===== src/rtl/elcs_defs.svh =====
// Register indices, field positions, reset values and bus constants.
`ifndef ELCS_DEFS_SVH
`define ELCS_DEFS_SVH

// Register indices; the byte address is four times the index.
`define ELCS_CFG_IDX        8'h80
`define ELCS_STATIC_IDX     8'ha0
`define ELCS_IRQ_STAT_IDX   8'hc0
`define ELCS_IRQ_MASK_IDX   8'hc1

// Link configuration fields.
`define ELCS_CFG_ENABLE     31
`define ELCS_CFG_FIVE_WIRE  30
`define ELCS_CFG_RX_ERROR   27
`define ELCS_CFG_ISSUED     26
`define ELCS_CFG_HAS_CREDIT 25
`define ELCS_CFG_HANDSHAKE  24
`define ELCS_CFG_RX_RESET   23
`define ELCS_CFG_SYM_HI     21
`define ELCS_CFG_SYM_LO     11
`define ELCS_CFG_TOK_HI     10
`define ELCS_CFG_TOK_LO     0

// Static forwarding fields.
`define ELCS_ST_ENABLE      31
`define ELCS_ST_PROC        8
`define ELCS_ST_CHAN_HI     4
`define ELCS_ST_CHAN_LO     0

// Interrupt status layout: rx errors low, credit arrivals high.
`define ELCS_IRQ_ERR_LO     0
`define ELCS_IRQ_CRED_LO    8

// Reset values.
`define ELCS_GAP_RESET      11'h000
`define ELCS_CHAN_RESET     5'h00
`define ELCS_IRQ_RESET      16'h0000
`define ELCS_WORD_ZERO      32'h0000_0000

`endif


===== src/rtl/elcs_pkg.sv =====
// Types shared by the link configuration register bank.
package elcs_pkg;

  localparam int ELCS_LINKS = 8;

  typedef struct packed {
    logic        enable;
    logic        five_wire;
    logic        rx_error;
    logic        credit_issued;
    logic        has_credit;
    logic [10:0] sym_gap_m1;
    logic [10:0] tok_gap_m1;
  } elcs_link_cfg_t;

  typedef struct packed {
    logic       enable;
    logic       dest_proc;
    logic [4:0] dest_chanend;
  } elcs_static_t;

  typedef struct packed {
    elcs_link_cfg_t [ELCS_LINKS-1:0] cfg;
    elcs_static_t   [ELCS_LINKS-1:0] stat;
    logic           [15:0]           irq_stat;
    logic           [15:0]           irq_mask;
    logic                            ack;
    logic           [31:0]           rdata;
    logic           [ELCS_LINKS-1:0] handshake;
    logic           [ELCS_LINKS-1:0] rx_reset;
  } elcs_state_t;

endpackage


===== src/rtl/elcs_regs.sv =====
// Link configuration and static forwarding register bank on Wishbone.
`include "elcs_defs.svh"
`timescale 1ns/10ps
`default_nettype none

module elcs_regs #(
  parameter int NUM_LINKS = 8,
  parameter int GAP_WIDTH = 11
) (
  // Clock and reset.
  input  wire logic                          clock_i,
  input  wire logic                          rst_n_i,
  // Wishbone classic slave.
  input  wire logic                          wb_cyc_i,
  input  wire logic                          wb_stb_i,
  input  wire logic                          wb_we_i,
  input  wire logic [11:0]                   wb_adr_i,
  input  wire logic [3:0]                    wb_sel_i,
  input  wire logic [31:0]                   wb_dat_i,
  output logic      [31:0]                   wb_dat_o,
  output logic                               wb_ack_o,
  // Events from the link engines, one bit per link.
  input  wire logic [NUM_LINKS-1:0]          rx_overflow_i,
  input  wire logic [NUM_LINKS-1:0]          rx_bad_token_i,
  input  wire logic [NUM_LINKS-1:0]          credit_sent_i,
  input  wire logic [NUM_LINKS-1:0]          credit_got_i,
  // Controls to the link engines.
  output logic      [NUM_LINKS-1:0]          link_enable_o,
  output logic      [NUM_LINKS-1:0]          pin_grant_o,
  output logic      [NUM_LINKS-1:0]          five_wire_o,
  output logic      [NUM_LINKS-1:0]          may_transmit_o,
  output logic      [NUM_LINKS-1:0]          credit_handshake_request_o,
  output logic      [NUM_LINKS-1:0]          rx_resync_o,
  output logic [NUM_LINKS-1:0][GAP_WIDTH-1:0] sym_gap_m1_o,
  output logic [NUM_LINKS-1:0][GAP_WIDTH-1:0] tok_gap_m1_o,
  // Static forwarding, indexed by link letter A=0 to H=7.
  output logic      [NUM_LINKS-1:0]          static_en_o,
  output logic      [NUM_LINKS-1:0]          static_proc_o,
  output logic [NUM_LINKS-1:0][4:0]          static_chanend_o,
  // Interrupt.
  output logic                               irq_o
);

  ////////////////////////////////////////////////////////////////////////////

  // The letter order of the static registers is hard-wired for eight links,
  // and the interrupt layout packs two events per link into 16 bits.
  if (NUM_LINKS != elcs_pkg::ELCS_LINKS) begin : g_bad_links
    $error("elcs_regs: NUM_LINKS must be 8");
  end
  if (GAP_WIDTH != 11) begin : g_bad_gap
    $error("elcs_regs: GAP_WIDTH must be 11");
  end
  if (`ELCS_IRQ_CRED_LO + NUM_LINKS > 16) begin : g_bad_irq
    $error("elcs_regs: interrupt layout overflows 16 bits");
  end

  ////////////////////////////////////////////////////////////////////////////

  // Apply byte enables to a register word.
  function automatic logic [31:0] merge(input logic [31:0] old_w,
                                        input logic [31:0] new_w,
                                        input logic [3:0]  sel);
    logic [31:0] res;
    res = old_w;
    for (int b = 0; b < 4; b++) begin
      if (sel[b]) begin
        res[b*8 +: 8] = new_w[b*8 +: 8];
      end
    end
    return res;
  endfunction

  // True when the index falls in the eight-word block at base.
  function automatic logic in_block(input logic [7:0] idx,
                                    input logic [7:0] base);
    return idx[7:3] == base[7:3];
  endfunction

  // Static register order C, D, A, B, G, H, E, F to link letter index.
  function automatic logic [2:0] static_link(input logic [2:0] reg_n);
    return reg_n ^ 3'h2;
  endfunction

  // Read image of a link configuration register.
  function automatic logic [31:0] cfg_word(
      input elcs_pkg::elcs_link_cfg_t c);
    logic [31:0] w;
    w = `ELCS_WORD_ZERO;
    w[`ELCS_CFG_ENABLE]     = c.enable;
    w[`ELCS_CFG_FIVE_WIRE]  = c.five_wire;
    w[`ELCS_CFG_RX_ERROR]   = c.rx_error;
    w[`ELCS_CFG_ISSUED]     = c.credit_issued;
    w[`ELCS_CFG_HAS_CREDIT] = c.has_credit;
    w[`ELCS_CFG_SYM_HI:`ELCS_CFG_SYM_LO] = c.sym_gap_m1;
    w[`ELCS_CFG_TOK_HI:`ELCS_CFG_TOK_LO] = c.tok_gap_m1;
    return w;
  endfunction

  // Read image of a static forwarding register.
  function automatic logic [31:0] static_word(
      input elcs_pkg::elcs_static_t s);
    logic [31:0] w;
    w = `ELCS_WORD_ZERO;
    w[`ELCS_ST_ENABLE] = s.enable;
    w[`ELCS_ST_PROC]   = s.dest_proc;
    w[`ELCS_ST_CHAN_HI:`ELCS_ST_CHAN_LO] = s.dest_chanend;
    return w;
  endfunction

  ////////////////////////////////////////////////////////////////////////////

  elcs_pkg::elcs_state_t state_reg;
  elcs_pkg::elcs_state_t state_next;

  logic                 req;
  logic                 wr;
  logic                 rd;
  logic [7:0]           idx;
  logic                 idx_ok;
  logic [2:0]           sub;
  logic [2:0]           lnk;
  logic [31:0]          wword;
  logic                 hit_cfg;
  logic                 hit_static;
  logic                 hit_stat;
  logic                 hit_mask;
  logic [NUM_LINKS-1:0] err_evt;

  // Only the low 1 KiB of the bus window is decoded; any other address reads
  // as zero and ignores writes, yet is still acknowledged.
  assign idx        = wb_adr_i[9:2];
  assign idx_ok     = wb_adr_i[11:10] == 2'h0;
  assign sub        = idx[2:0];
  assign lnk        = static_link(sub);
  assign hit_cfg    = idx_ok & in_block(idx, `ELCS_CFG_IDX);
  assign hit_static = idx_ok & in_block(idx, `ELCS_STATIC_IDX);
  assign hit_stat   = idx_ok & (idx == `ELCS_IRQ_STAT_IDX);
  assign hit_mask   = idx_ok & (idx == `ELCS_IRQ_MASK_IDX);
  // The flag cannot tell an overflow from a bad token; software must resync.
  assign err_evt    = rx_overflow_i | rx_bad_token_i;
  // A request is taken only while ack is low, so a master that still holds
  // stb in the ack cycle does not start a second access.
  assign req        = wb_cyc_i & wb_stb_i & ~state_reg.ack;
  assign wr         = req & wb_we_i;
  assign rd         = req & ~wb_we_i;

  always_comb begin
    state_next           = state_reg;
    state_next.ack       = req;
    state_next.handshake = '0;
    state_next.rx_reset  = '0;
    wword                = `ELCS_WORD_ZERO;

    // Register writes; command bits only pulse for one cycle.
    if (wr && hit_cfg) begin
      wword = merge(cfg_word(state_reg.cfg[sub]), wb_dat_i, wb_sel_i);
      state_next.cfg[sub].enable     = wword[`ELCS_CFG_ENABLE];
      state_next.cfg[sub].five_wire  = wword[`ELCS_CFG_FIVE_WIRE];
      state_next.cfg[sub].sym_gap_m1 =
        wword[`ELCS_CFG_SYM_HI:`ELCS_CFG_SYM_LO];
      state_next.cfg[sub].tok_gap_m1 =
        wword[`ELCS_CFG_TOK_HI:`ELCS_CFG_TOK_LO];
      // A disabled link keeps no credit state from its last session.
      if (!wword[`ELCS_CFG_ENABLE]) begin
        state_next.cfg[sub].credit_issued = 1'b0;
        state_next.cfg[sub].has_credit    = 1'b0;
      end
      if (wb_sel_i[3] && wb_dat_i[`ELCS_CFG_HANDSHAKE]) begin
        state_next.handshake[sub]      = 1'b1;
        state_next.cfg[sub].has_credit = 1'b0;
      end
      if (wb_sel_i[2] && wb_dat_i[`ELCS_CFG_RX_RESET]) begin
        state_next.rx_reset[sub]     = 1'b1;
        state_next.cfg[sub].rx_error = 1'b0;
      end
    end
    if (wr && hit_static) begin
      wword = merge(static_word(state_reg.stat[lnk]), wb_dat_i, wb_sel_i);
      state_next.stat[lnk].enable       = wword[`ELCS_ST_ENABLE];
      state_next.stat[lnk].dest_proc    = wword[`ELCS_ST_PROC];
      state_next.stat[lnk].dest_chanend =
        wword[`ELCS_ST_CHAN_HI:`ELCS_ST_CHAN_LO];
    end
    if (wr && hit_mask) begin
      wword = merge({16'h0000, state_reg.irq_mask}, wb_dat_i, wb_sel_i);
      state_next.irq_mask = wword[15:0];
    end

    // Reads; the status register clears as it is read.
    state_next.rdata = `ELCS_WORD_ZERO;
    if (rd) begin
      if (hit_cfg) begin
        state_next.rdata = cfg_word(state_reg.cfg[sub]);
      end else if (hit_static) begin
        state_next.rdata = static_word(state_reg.stat[lnk]);
      end else if (hit_stat) begin
        state_next.rdata    = {16'h0000, state_reg.irq_stat};
        state_next.irq_stat = `ELCS_IRQ_RESET;
      end else if (hit_mask) begin
        state_next.rdata = {16'h0000, state_reg.irq_mask};
      end
    end

    // Link events come last so that a set beats a clear in one cycle.
    for (int l = 0; l < NUM_LINKS; l++) begin
      if (err_evt[l]) begin
        state_next.cfg[l].rx_error = 1'b1;
        state_next.irq_stat[`ELCS_IRQ_ERR_LO + l] = 1'b1;
      end
      if (credit_sent_i[l] && state_next.cfg[l].enable) begin
        state_next.cfg[l].credit_issued = 1'b1;
      end
      if (credit_got_i[l] && state_next.cfg[l].enable) begin
        state_next.cfg[l].has_credit = 1'b1;
        state_next.irq_stat[`ELCS_IRQ_CRED_LO + l] = 1'b1;
      end
    end
  end

  always_ff @(posedge clock_i or negedge rst_n_i) begin
    if (!rst_n_i) begin
      for (int l = 0; l < elcs_pkg::ELCS_LINKS; l++) begin
        state_reg.cfg[l].enable        <= 1'b0;
        state_reg.cfg[l].five_wire     <= 1'b0;
        state_reg.cfg[l].rx_error      <= 1'b0;
        state_reg.cfg[l].credit_issued <= 1'b0;
        state_reg.cfg[l].has_credit    <= 1'b0;
        state_reg.cfg[l].sym_gap_m1    <= `ELCS_GAP_RESET;
        state_reg.cfg[l].tok_gap_m1    <= `ELCS_GAP_RESET;
        state_reg.stat[l].enable       <= 1'b0;
        state_reg.stat[l].dest_proc    <= 1'b0;
        state_reg.stat[l].dest_chanend <= `ELCS_CHAN_RESET;
      end
      state_reg.irq_stat  <= `ELCS_IRQ_RESET;
      state_reg.irq_mask  <= `ELCS_IRQ_RESET;
      state_reg.ack       <= 1'b0;
      state_reg.rdata     <= `ELCS_WORD_ZERO;
      state_reg.handshake <= '0;
      state_reg.rx_reset  <= '0;
    end else begin
      state_reg <= state_next;
    end
  end

  ////////////////////////////////////////////////////////////////////////////

  genvar g;
  generate
    for (g = 0; g < NUM_LINKS; g++) begin : g_link
      assign link_enable_o[g]    = state_reg.cfg[g].enable;
      // Overlapping links share pins; only an enabled link owns them.
      assign pin_grant_o[g]      = state_reg.cfg[g].enable;
      assign five_wire_o[g]      = state_reg.cfg[g].five_wire;
      assign may_transmit_o[g]   = state_reg.cfg[g].enable &
                                   state_reg.cfg[g].has_credit;
      assign sym_gap_m1_o[g]     = state_reg.cfg[g].sym_gap_m1;
      assign tok_gap_m1_o[g]     = state_reg.cfg[g].tok_gap_m1;
      assign static_en_o[g]      = state_reg.stat[g].enable;
      assign static_proc_o[g]    = state_reg.stat[g].dest_proc;
      assign static_chanend_o[g] = state_reg.stat[g].dest_chanend;
    end
  endgenerate

  assign credit_handshake_request_o = state_reg.handshake;
  assign rx_resync_o                = state_reg.rx_reset;
  assign wb_ack_o                   = state_reg.ack;
  assign wb_dat_o                   = state_reg.rdata;
  assign irq_o = |(state_reg.irq_stat & state_reg.irq_mask);

endmodule

`default_nettype wire


===== config.mk =====
export PLATFORM = sky130hd
export DESIGN_NAME = elcs_regs
export DESIGN_NICKNAME = d
export VERILOG_FILES = /design/src/rtl/elcs_pkg.sv /design/src/rtl/elcs_regs.sv
export VERILOG_INCLUDE_DIRS = /design/src /design/src/rtl
export SDC_FILE = /design/constraint.sdc
export NUM_CORES = 1
export LEC_CHECK = 0
export BUFFER_PORTS_ARGS = -buffer_cell sky130_fd_sc_hd__buf_2
export CAP_MARGIN = 20
export CORE_UTILIZATION = 45
export DETAILED_ROUTE_END_ITERATION = 16
export MAX_ROUTING_LAYER = met4
export PLACE_DENSITY = 0.68
export SETUP_SLACK_MARGIN = 0.1
export SYNTH_ARGS = -nofsm -noshare
export SYNTH_HDL_FRONTEND = slang
export SYNTH_SLANG_ARGS = --single-unit

===== constraint.sdc =====
create_clock -name clock_i -period 3.6 [get_ports clock_i]
set_input_delay 1.08 -clock clock_i [delete_from_list [all_inputs] [get_ports clock_i]]
set_output_delay 1.08 -clock clock_i [all_outputs]
set_load 0.005 [all_outputs]

Word-level counts from Yosys, hierarchy flattened --
Index checks and enable logic that the tools add are counted.
Word-level totals: input bits 85, output and inout bits 314, register bits 353
Operators by class: multiplexer cells 109, $lt $le $gt $ge 4, bitwise gates (word level) 21, reductions and logical operators 99, eq/ne operators 36
Operator list (count):
- bitwise mux 216 bit | 8
- two-way mux 216 bit | 6
- demux 27 bit (select 3 bit) | 7
- bitwise mux 56 bit | 3
- two-way mux 16 bit | 7
- nonzero test 2 bit | 56
- two-way mux 32 bit | 3
- binary-select mux 27 bit (select 3 bit) | 1
- two-way mux 8 bit | 10
- inequality test 2 x 1 -> 1 bit, second input constant | 32
- AND reduction 4 bit | 16
- demux 7 bit (select 3 bit) | 3
- two-way mux 27 bit | 2
- two-way mux 1 bit | 43
- two-way mux 26 bit | 1
- two-way mux 25 bit | 1
- two-way mux 24 bit | 1
- logical AND 1 bit | 23
- two-way mux 23 bit | 1
- two-way mux 22 bit | 1
- binary-select mux 7 bit (select 3 bit) | 1
- two-way mux 6 bit | 3
- AND 1 bit | 16
- AND 16 bit | 1
- other kinds (13) | 23

Depth between registers and ports, before layout --
Gate-level depths: netlist (run 1).
word-level depth 22, gate-level depth with buffers 10, gate-level depth less buffers 5

Least setup slack after synthesis (run 1) --
Ideal clock, no wire load.
kind input to register, start point input port wb_adr_i[2], end point register state_reg, in the netlist sym_gap_m1_o[20], arrival 2.885 ns, data required time 3.454 ns, stages on the path 8, slack 0.569 ns, library setup time 0.146 ns, buffers on the path 3, cell sequence buf_2 > buf_2 > buf_2 > mux2_2 > a221oi_1 > a21oi_1 > o31ai_1 > o21ai_0
On the way: word-level cells in the longest chain between the ends 15, elaborated cells on any way between the ends 30, those cells by class order compare: 2; mux: 27; reduce/logical: 1
RTL lines:
- from (decl) | line elcs_regs.sv:17 | input wire logic [11:0] wb_adr_i,
- < comparator 3 x 4 -> 1 bit (tied with other cells) | line elcs_regs.sv:160 | state_next.cfg[sub].sym_gap_m1 =
- logical AND 1 bit / two-way mux 27 bit (equally long branches) | line elcs_regs.sv:160, elcs_regs.sv:157
- two-way mux 22 bit / two-way mux 6 bit (equally long branches) | line elcs_regs.sv:160, elcs_regs.sv:67
- demux 27 bit (select 3 bit) / two-way mux 6 bit (equally long branches) | line elcs_regs.sv:160, elcs_regs.sv:156
- bitwise mux 216 bit | line elcs_regs.sv:160
- bitwise mux 216 bit | line elcs_regs.sv:162 | state_next.cfg[sub].tok_gap_m1 =
- bitwise mux 216 bit | line elcs_regs.sv:166 | state_next.cfg[sub].credit_issued = 1'b0;
- bitwise mux 216 bit | line elcs_regs.sv:167 | state_next.cfg[sub].has_credit = 1'b0;
- two-way mux 216 bit | line elcs_regs.sv:165 | if (!wword[`ELCS_CFG_ENABLE]) begin
- two-way mux 216 bit | line elcs_regs.sv:156 | if (wr && hit_cfg) begin
- bitwise mux 216 bit | line elcs_regs.sv:171 | state_next.cfg[sub].has_credit = 1'b0;
- two-way mux 216 bit | line elcs_regs.sv:169 | if (wb_sel_i[3] && wb_dat_i[`ELCS_CFG_HANDSHAKE]) begin
- two-way mux 216 bit | line elcs_regs.sv:156
- bitwise mux 216 bit | line elcs_regs.sv:175 | state_next.cfg[sub].rx_error = 1'b0;
- two-way mux 216 bit * | line elcs_regs.sv:173 | if (wb_sel_i[2] && wb_dat_i[`ELCS_CFG_RX_RESET]) begin
- to (signal assigned) | line elcs_regs.sv:242 | state_reg <= state_next;
- to (decl) | line elcs_regs.sv:113 | elcs_pkg::elcs_state_t state_reg;
Mark *: on every way between the ends. The rest lies on a longest branch, timed or not. The select of a mux whose other input is x is not followed. A chain may end at the register's enable or synchronous reset.

==> load_flow_metrics.sql, run 1 <==
INSERT INTO impl_metrics (metric_group, metric, value, unit) VALUES
('logic_synthesis', 'synth_top_area_share', '49.40', '%'),
('clocking', 'cts_clk_pin_slew_worst_paths', '0.06', 'ns'),
('placed_design', 'gp_routability_congestion', '0.9386', ''),
('clocking', 'clock_path_buffers', '3', ''),
('logic_synthesis', 'synth-main-ff-cell', 'sky130_fd_sc_hd__dfrtp_1', ''),
('timing', 'totalNegativeSetupSlack', '0', 'ns'),
('timing', 'setup_violations', '0', ''),
('outcome', 'status', 'finished clean', ''),
('logic_synthesis', 'synth_sequential_area_ratio', '49.40', '%'),
('grt', 'global_route_wire_length_before_repair', '91510', 'µm'),
('setup_path', 'cp_slowest_stage_delay', '0.52', 'ns'),
('logic_synthesis', 'synth.cell_area', '17630', 'µm²'),
('clocking', 'tritoncts', 'done', ''),
('timing', 'grt_setup_unrepaired', 'no', ''),
('setup_path', 'cp_num_buf_inv', '3', ''),
('floorplan', 'initial_core_util', '45.61', '%'),
('detailed_routing', 'drt_drc_violations_left', '0', ''),
('grt', 'first_global_vias', '13755', ''),
('timing', 'finalHoldViolCount', '0', ''),
('timing', 'worst-slew-pin-transition', '0.8426', 'ns'),
('pwr', 'power_per_cell_area', '443.5', 'nW/µm²'),
('logic_synthesis', 'synth_enable_flop_cells', '0', ''),
('setup_path', 'cp_slowest_cell', 'sky130_fd_sc_hd__o31ai_4', ''),
('floorplan', 'floorplan.die.width', '199.9', 'µm'),
('pwr', 'irDropWorstVdd', '0.0003247', 'V'),
('clocking', 'worstSkewPairLatency', '0.55', 'ns'),
('logic_synthesis', 'postSynthAreaPerCell', '9.782', 'µm²'),
('timing', 'timing_max_transition_violations_final', '0', ''),
('logic_synthesis', 'synth_top_cells_by_area', 'sky130_fd_sc_hd__dfrtp_1 49%, sky130_fd_sc_hd__buf_4 13%, sky130_fd_sc_hd__o21ai_0 8.0%', ''),
('worst_hold_path', 'whs_endpoint', 'sym_gap_m1_o[12]', ''),
('logic_synthesis', 'synthArstFlopShare', '100.0', '%'),
('detailed_routing', 'routed-via-count', '14286', ''),
('logic_synthesis', 'synthesized_instance_count', '1802', ''),
('logic_synthesis', 'most_frequent_cell_after_synthesis', 'sky130_fd_sc_hd__dfrtp_1', ''),
('detailed_routing', 'wl', '63910', 'µm'),
('detailed_routing', 'drt-wirelength-per-cell', '25.67', 'µm'),
('floorplan', 'coreArea', '38650', 'µm²'),
('setup_path', 'critical_path.reg2reg.endpoint', 'state_reg[77]', ''),
('timing', 'timing.max_slew.rel_slack', '43.35', '%'),
('clocking', 'clock_sinks', '348', ''),
('job', 'max_cap_violations', '0', ''),
('pwr', 'static-leakage-power', '10.04', 'nW'),
('setup_path', 'worst_ep_arrival_time', '3.49', 'ns'),
('clocking', 'cts_setup_buffers', '0', ''),
('logic_synthesis', 'synthDistinctLibCells', '54', ''),
('clocking', 'cts_hold_repair.buffers', '0', ''),
('worst_hold_path', 'hold_path.startpoint', 'sym_gap_m1_o[12]', ''),
('floorplan', 'std_cell_rows', '72', ''),
('setup_path', 'reg2reg_from', 'wb_ack_o', ''),
('logic_synthesis', 'synth.cells.most_frequent', '348 x sky130_fd_sc_hd__dfrtp_1, 307 x sky130_fd_sc_hd__buf_4, 297 x sky130_fd_sc_hd__nand2_1', ''),
('placed_design', 'numPortBuffers', '385', ''),
('timing', 'final.hold.worst_slack', '0.5035', 'ns'),
('timing', 'clock.fmax', '0.3278', 'GHz'),
('clocking', 'htreeDepth', '2', ''),
('setup_path', 'reg2reg_slack', '1.39', 'ns'),
('logic_synthesis', 'postSynthRegisterBits', '348', ''),
('floorplan', 'io_pins', '399', ''),
('setup_path', 'path_common_cell', 'sky130_fd_sc_hd__buf_4', ''),
('setup_path', 'critPathRequiredTime', '4.04', 'ns'),
('clocking', 'cts_buffers', '39', ''),
('placed_design', 'place_hpwl', '46480', 'µm'),
('finish', 'fillerInstances', '3585', ''),
('setup_path', 'crit_fanout', '18', ''),
('floorplan', 'fp.dieH', '199.9', 'µm'),
('detailed_routing', 'detailedRoute.firstIterationViolations', '1258', ''),
('finish', 'final_layout_size_suffix_gt1_share', '32.66', '%'),
('worst_hold_path', 'holdPathStages', '2', ''),
('finish', 'syn_to_final_growth', '12.83', '%'),
('floorplan', 'design.die.area', '39970', 'µm²'),
('detailed_routing', 'dr.pass1.iters', '6', ''),
('grt', 'grt_overflow_total', '0', '');
[power by group]
| part | switching [mW] | internal, mW |
|---|---|---|
| clock network | 1.64 | 2.60 |
| registers | 0.0188 | 3.93 |
| logic | 0.434 | 0.196 |
| total | 2.09 | 6.73 |
[layout by cell type (no fill, tap or decap), drive strengths merged, types with 3 or more instances in the layout]
cell type    n
nand3       18
nand4       13
o21ai      289
a22oi       23
mux2        39
dfrtp      348
nor3        17
nor3b        3
nor2        71
a21oi        8
or2          3
o22ai       18
o221ai       7
buf        500
a221oi      47
o31ai       19
clkbuf      58
conb         5
clkinv       6
a22o        22
bufinv       5
nand2b      17
nand2      297
a221o       11
nor2b        8
nor4         4
mux2i       41
mux4        14
diode        3
or3          3
a31o         3
inv         22
and2        11
[layer usage]
metal | vias to the layer above | part of all wire [%] | wire [µm] | track usage [%]
met2 | 815 | 46 | 29600 | 50.39
li1 | 6253 | - | - | -
met4 | 0 | 3.8 | 2434 | 13.51
met5 | - | 0 | 0 | -
met3 | 140 | 9.6 | 6131 | 7.611
met1 | 7078 | 40 | 25740 | 42.55
[layout make-up]
type,count,area [µm²],share of cell area (%)
Clock inverter,12,187.7,0.9437
Tap cell,518,648.1,3.259
Inverter,22,82.58,0.4152
Timing Repair Buffer,500,2928,14.72
Multi-Input combinational cell,1029,6156,30.95
Sequential cell,348,8708,43.79
Antenna cell,3,7.507,0.03775
Clock buffer,58,1170,5.882
[per-stage QoR]
| stage | std cells | instance area, µm² | total power [mW] | setup WS [ns] | utilization (%) |
|---|---|---|---|---|---|
| floorplan | 1806 | 17640 | 4.265 | 0.5694 | - |
| global placement | 2417 | 18520 | 4.635 | 0.06737 | 47.93 |
| detailed placement | 2417 | 18520 | 4.642 | 0.009745 | 47.93 |
| CTS | 2487 | 19880 | 8.865 | 0.5904 | 51.44 |
| global route | 2489 | 19890 | 9.064 | 0.3630 | 51.45 |
| finish | 2490 | 19890 | 8.820 | 0.5492 | 51.46 |
[tightest hold or removal path: stages, from the launching register on]
cell	delay, ns
sky130_fd_sc_hd__dfrtp_1	0.36
sky130_fd_sc_hd__nand2_1	0.05
sky130_fd_sc_hd__o21ai_0	0.06
[how the worst max path moves through the flow]
stage                 from          endpoint  slack [ns]  cells past startpoint
2_1_floorplan  wb_adr_i[2]  sym_gap_m1_o[20]        0.57                      8
3_3_place_gp   wb_adr_i[3]    state_reg[267]        0.07                      8
3_5_place_dp   wb_adr_i[3]    state_reg[267]        0.01                      8
4_1_cts        wb_adr_i[3]    state_reg[267]        0.59                      8
5_1_grt        wb_adr_i[2]  sym_gap_m1_o[42]        0.36                      7
6_report       wb_adr_i[3]    state_reg[348]        0.55                      8
[kinds of logic (layout without fill, tap and decap cells)]
family / count (synthesis) / in the layout / share of synthesized area [%]
simple gates: 469 / 469 / 11.66
compound gates: 461 / 461 / 16.38
buf+inv: 429 / 592 / 15.93
flops: 348 / 348 / 49.40
mux: 94 / 94 / 6.608
other cells: 1 / 8 / 0.02127
Power figures use the tool's default switching activity.
==> run 2, diff against run 1 <==
==> constraint.sdc (replaced) <==
create_clock -name clock_i -period 3 [get_ports clock_i]
set_input_delay 0.9 -clock clock_i [delete_from_list [all_inputs] [get_ports clock_i]]
set_output_delay 0.9 -clock clock_i [all_outputs]
set_load 0.005 [all_outputs]
==> load_flow_metrics.sql, run 2 (synthesized netlist as in run 1, its figures left out) <==
INSERT INTO impl_metrics (metric_group, metric, value, unit) VALUES
('outcome', 'status', 'finished clean', ''),
('clocking', 'cts_root_buffer', 'sky130_fd_sc_hd__clkbuf_16', ''),
('clocking', 'post_cts_resize_count', '0', ''),
('clocking', 'cts_setup_buffers', '0', ''),
('detailed_routing', 'wl', '64150', 'µm'),
('timing', 'finalHoldViolCount', '0', ''),
('pwr', 'irDropWorstVdd', '0.0003584', 'V'),
('grt', 'gr-usage-all-layers', '33.17', '%'),
('timing', 'clock.fmax', '0.3640', 'GHz'),
('detailed_routing', 'drtAntennaViolNets', '0', ''),
('worst_hold_path', 'min-delay-path-class', 'input port to async pin', ''),
('timing', 'post_route_setup_slack', '0.2526', 'ns'),
('floorplan', 'io_pins', '399', ''),
('setup_path', 'critPathRequiredTime', '2.10', 'ns'),
('clocking', 'cts_buffers', '40', ''),
('clocking', 'clock_path_buffers', '3', ''),
('detailed_routing', 'drt_drc_violations_left', '0', ''),
('floorplan', 'design.die.area', '39970', 'µm²'),
('grt', 'antenna_found_initial', '1', ''),
('grt', 'grt_util_met2', '50.90', '%'),
('placed_design', 'numPortBuffers', '385', ''),
('setup_path', 'critPathLaunchType', 'register', ''),
('timing', 'worst-slew-pin-transition', '0.9361', 'ns'),
('grt', 'grtUsageMet1', '43.39', '%'),
('setup_path', 'cp_slowest_stage_delay', '0.42', 'ns'),
('grt', 'grt_util_met3', '6.502', '%'),
('setup_path', 'r2r.worst_path.cells', '5', ''),
('floorplan', 'fp.dieH', '199.9', 'µm'),
('clocking', 'cts_hold_repair.buffers', '0', ''),
('setup_path', 'worst_ep_arrival_time', '1.85', 'ns'),
('finish', 'most_common_cell_after_layout_fill_and_taps_aside', 'sky130_fd_sc_hd__buf_2', ''),
('timing', 'setup_violations', '0', ''),
('clocking', 'tritoncts', 'done', ''),
('setup_path', 'reg2reg_slack', '0.73', 'ns'),
('finish', 'syn_to_final_growth', '16.72', '%'),
('setup_path', 'cp_slowest_cell', 'sky130_fd_sc_hd__dfrtp_1', ''),
('finish', 'layout.cells.most_common_list', '383 x sky130_fd_sc_hd__buf_2, 348 x sky130_fd_sc_hd__dfrtp_1, 297 x sky130_fd_sc_hd__nand2_1, 280 x sky130_fd_sc_hd__o21ai_0, 141 x sky130_fd_sc_hd__buf_4', ''),
('floorplan', 'initial_core_util', '45.61', '%'),
('detailed_routing', 'drt-wirelength-per-cell', '25.25', 'µm'),
('timing', 'skew', '0.01872', 'ns'),
('setup_path', 'critical_path.reg2reg.endpoint', 'state_reg[267]', ''),
('placed_design', 'gp_routability_congestion', '0.9904', ''),
('floorplan', 'std_cell_rows', '72', ''),
('placed_design', 'place_hpwl', '46820', 'µm'),
('finish', 'layout.cell_area.non_filler', '20570', 'µm²'),
('detailed_routing', 'dr.pass1.iters', '5', ''),
('grt', 'grt_start_max_net_pins', '84', ''),
('pwr', 'static-leakage-power', '10.42', 'nW'),
('setup_path', 'crit_fanout', '3', ''),
('timing', 'timing_max_transition_violations_final', '0', ''),
('timing', 'final.hold.worst_slack', '0.3360', 'ns'),
('timing', 'grt_setup_unrepaired', 'no', ''),
('placed_design', 'area_of_placed_instances', '19130', 'µm²'),
('detailed_routing', 'drt-vias-per-instance', '5.702', ''),
('clocking', 'clock_sinks', '348', ''),
('grt', 'grt_overflow_total', '0', ''),
('finish', 'number_of_nets_in_the_layout', '2078', ''),
('timing', 'final_period_minus_worst_setup_slack', '2.747', 'ns'),
('detailed_routing', 'routed-via-count', '14490', ''),
('floorplan', 'floorplan.die.width', '199.9', 'µm'),
('pwr', 'power_per_cell_area', '530.2', 'nW/µm²'),
('timing', 'timing.max_slew.rel_slack', '37.46', '%'),
('pwr', 'post-layout-total-power', '10.91', 'mW'),
('clocking', 'htreeDepth', '2', ''),
('finish', 'fin_util', '53.24', '%'),
('floorplan', 'coreArea', '38650', 'µm²'),
('detailed_routing', 'detailedRoute.firstIterationViolations', '1310', ''),
('setup_path', 'path_class', 'register to output pin', ''),
('job', 'max_cap_violations', '0', ''),
('placed_design', 'place_worst_setup_slack', '-0.2178', 'ns'),
('grt', 'first_global_vias', '13994', ''),
('setup_path', 'timing.critical_path.cells', 'a22o_1, a221oi_1, nand4_1, buf_2', ''),
('timing', 'final_min_period_over_clock_period', '91.58', '%'),
('setup_path', 'sort_of_element_at_the_end_of_the_critical_path', 'output pin', ''),
('setup_path', 'reg2reg_from', 'wb_ack_o', ''),
('clocking', 'cts_clk_pin_slew_worst_paths', '0.06', 'ns'),
('clocking', 'worstSkewPairLatency', '0.56', 'ns'),
('grt', 'global_route_wire_length_before_repair', '92670', 'µm'),
('grt', 'busiest_layer', 'met2', ''),
('finish', 'final_layout_size_suffix_gt1_share', '34.70', '%');
run 2: how the worst max path moves through the flow:
stage / startpoint / endpoint / slack, ns / cells past startpoint
after floorplan: wb_adr_i[2] / sym_gap_m1_o[20] / 0.15 / 8
after global placement: wb_adr_i[2] / sym_gap_m1_o[65] / -0.13 / 9
after detailed placement: wb_adr_i[2] / sym_gap_m1_o[21] / -0.22 / 9
after CTS: state_reg[53] / irq_o / 0.25 / 4
after global routing: state_reg[53] / irq_o / 0.14 / 4
final: state_reg[76] / irq_o / 0.25 / 4
run 2: critical path: cells and delay by family, from the launching register on:
family / cells / cell delay [ns]
AOI/OAI and AO/OA: 2 / 0.48
DFF: 1 / 0.42
and+or+nand+nor: 1 / 0.22
buffers and inverters: 1 / 0.18
run 2: where the power goes:
group	leakage [nW]	total (mW)	internal, mW	switching (mW)
Clock	0.715	5.37	3.37	2.00
Combinational	4.97	0.801	0.271	0.530
Sequential	4.73	4.74	4.72	0.0228
run 2: routing by layer:
layer / vias to the layer above / share of wire (%)
met5: - / 0
li1: 6337 / -
met1: 7180 / 41
met3: 136 / 9.2
met4: 0 / 3.5
met2: 837 / 47
run 2: layout make-up:
type | count | area, µm²
well taps | 518 | 648.1
inverters | 22 | 82.58
diodes | 3 | 7.507
clock buffers | 52 | 1147
multi-input cells | 1029 | 6161
clock inverters | 17 | 289.0
repair buffers | 552 | 3531
flip-flops and latches | 348 | 8708
fillers | 3549 | 18070
run 2: through the flow:
step | setup TNS, ns | cells
floorplan | 0 | 1806
global placement | -3.323 | 2469
detailed placement | -7.072 | 2469
CTS | 0 | 2538
global route | 0 | 2539
finish | 0 | 2541
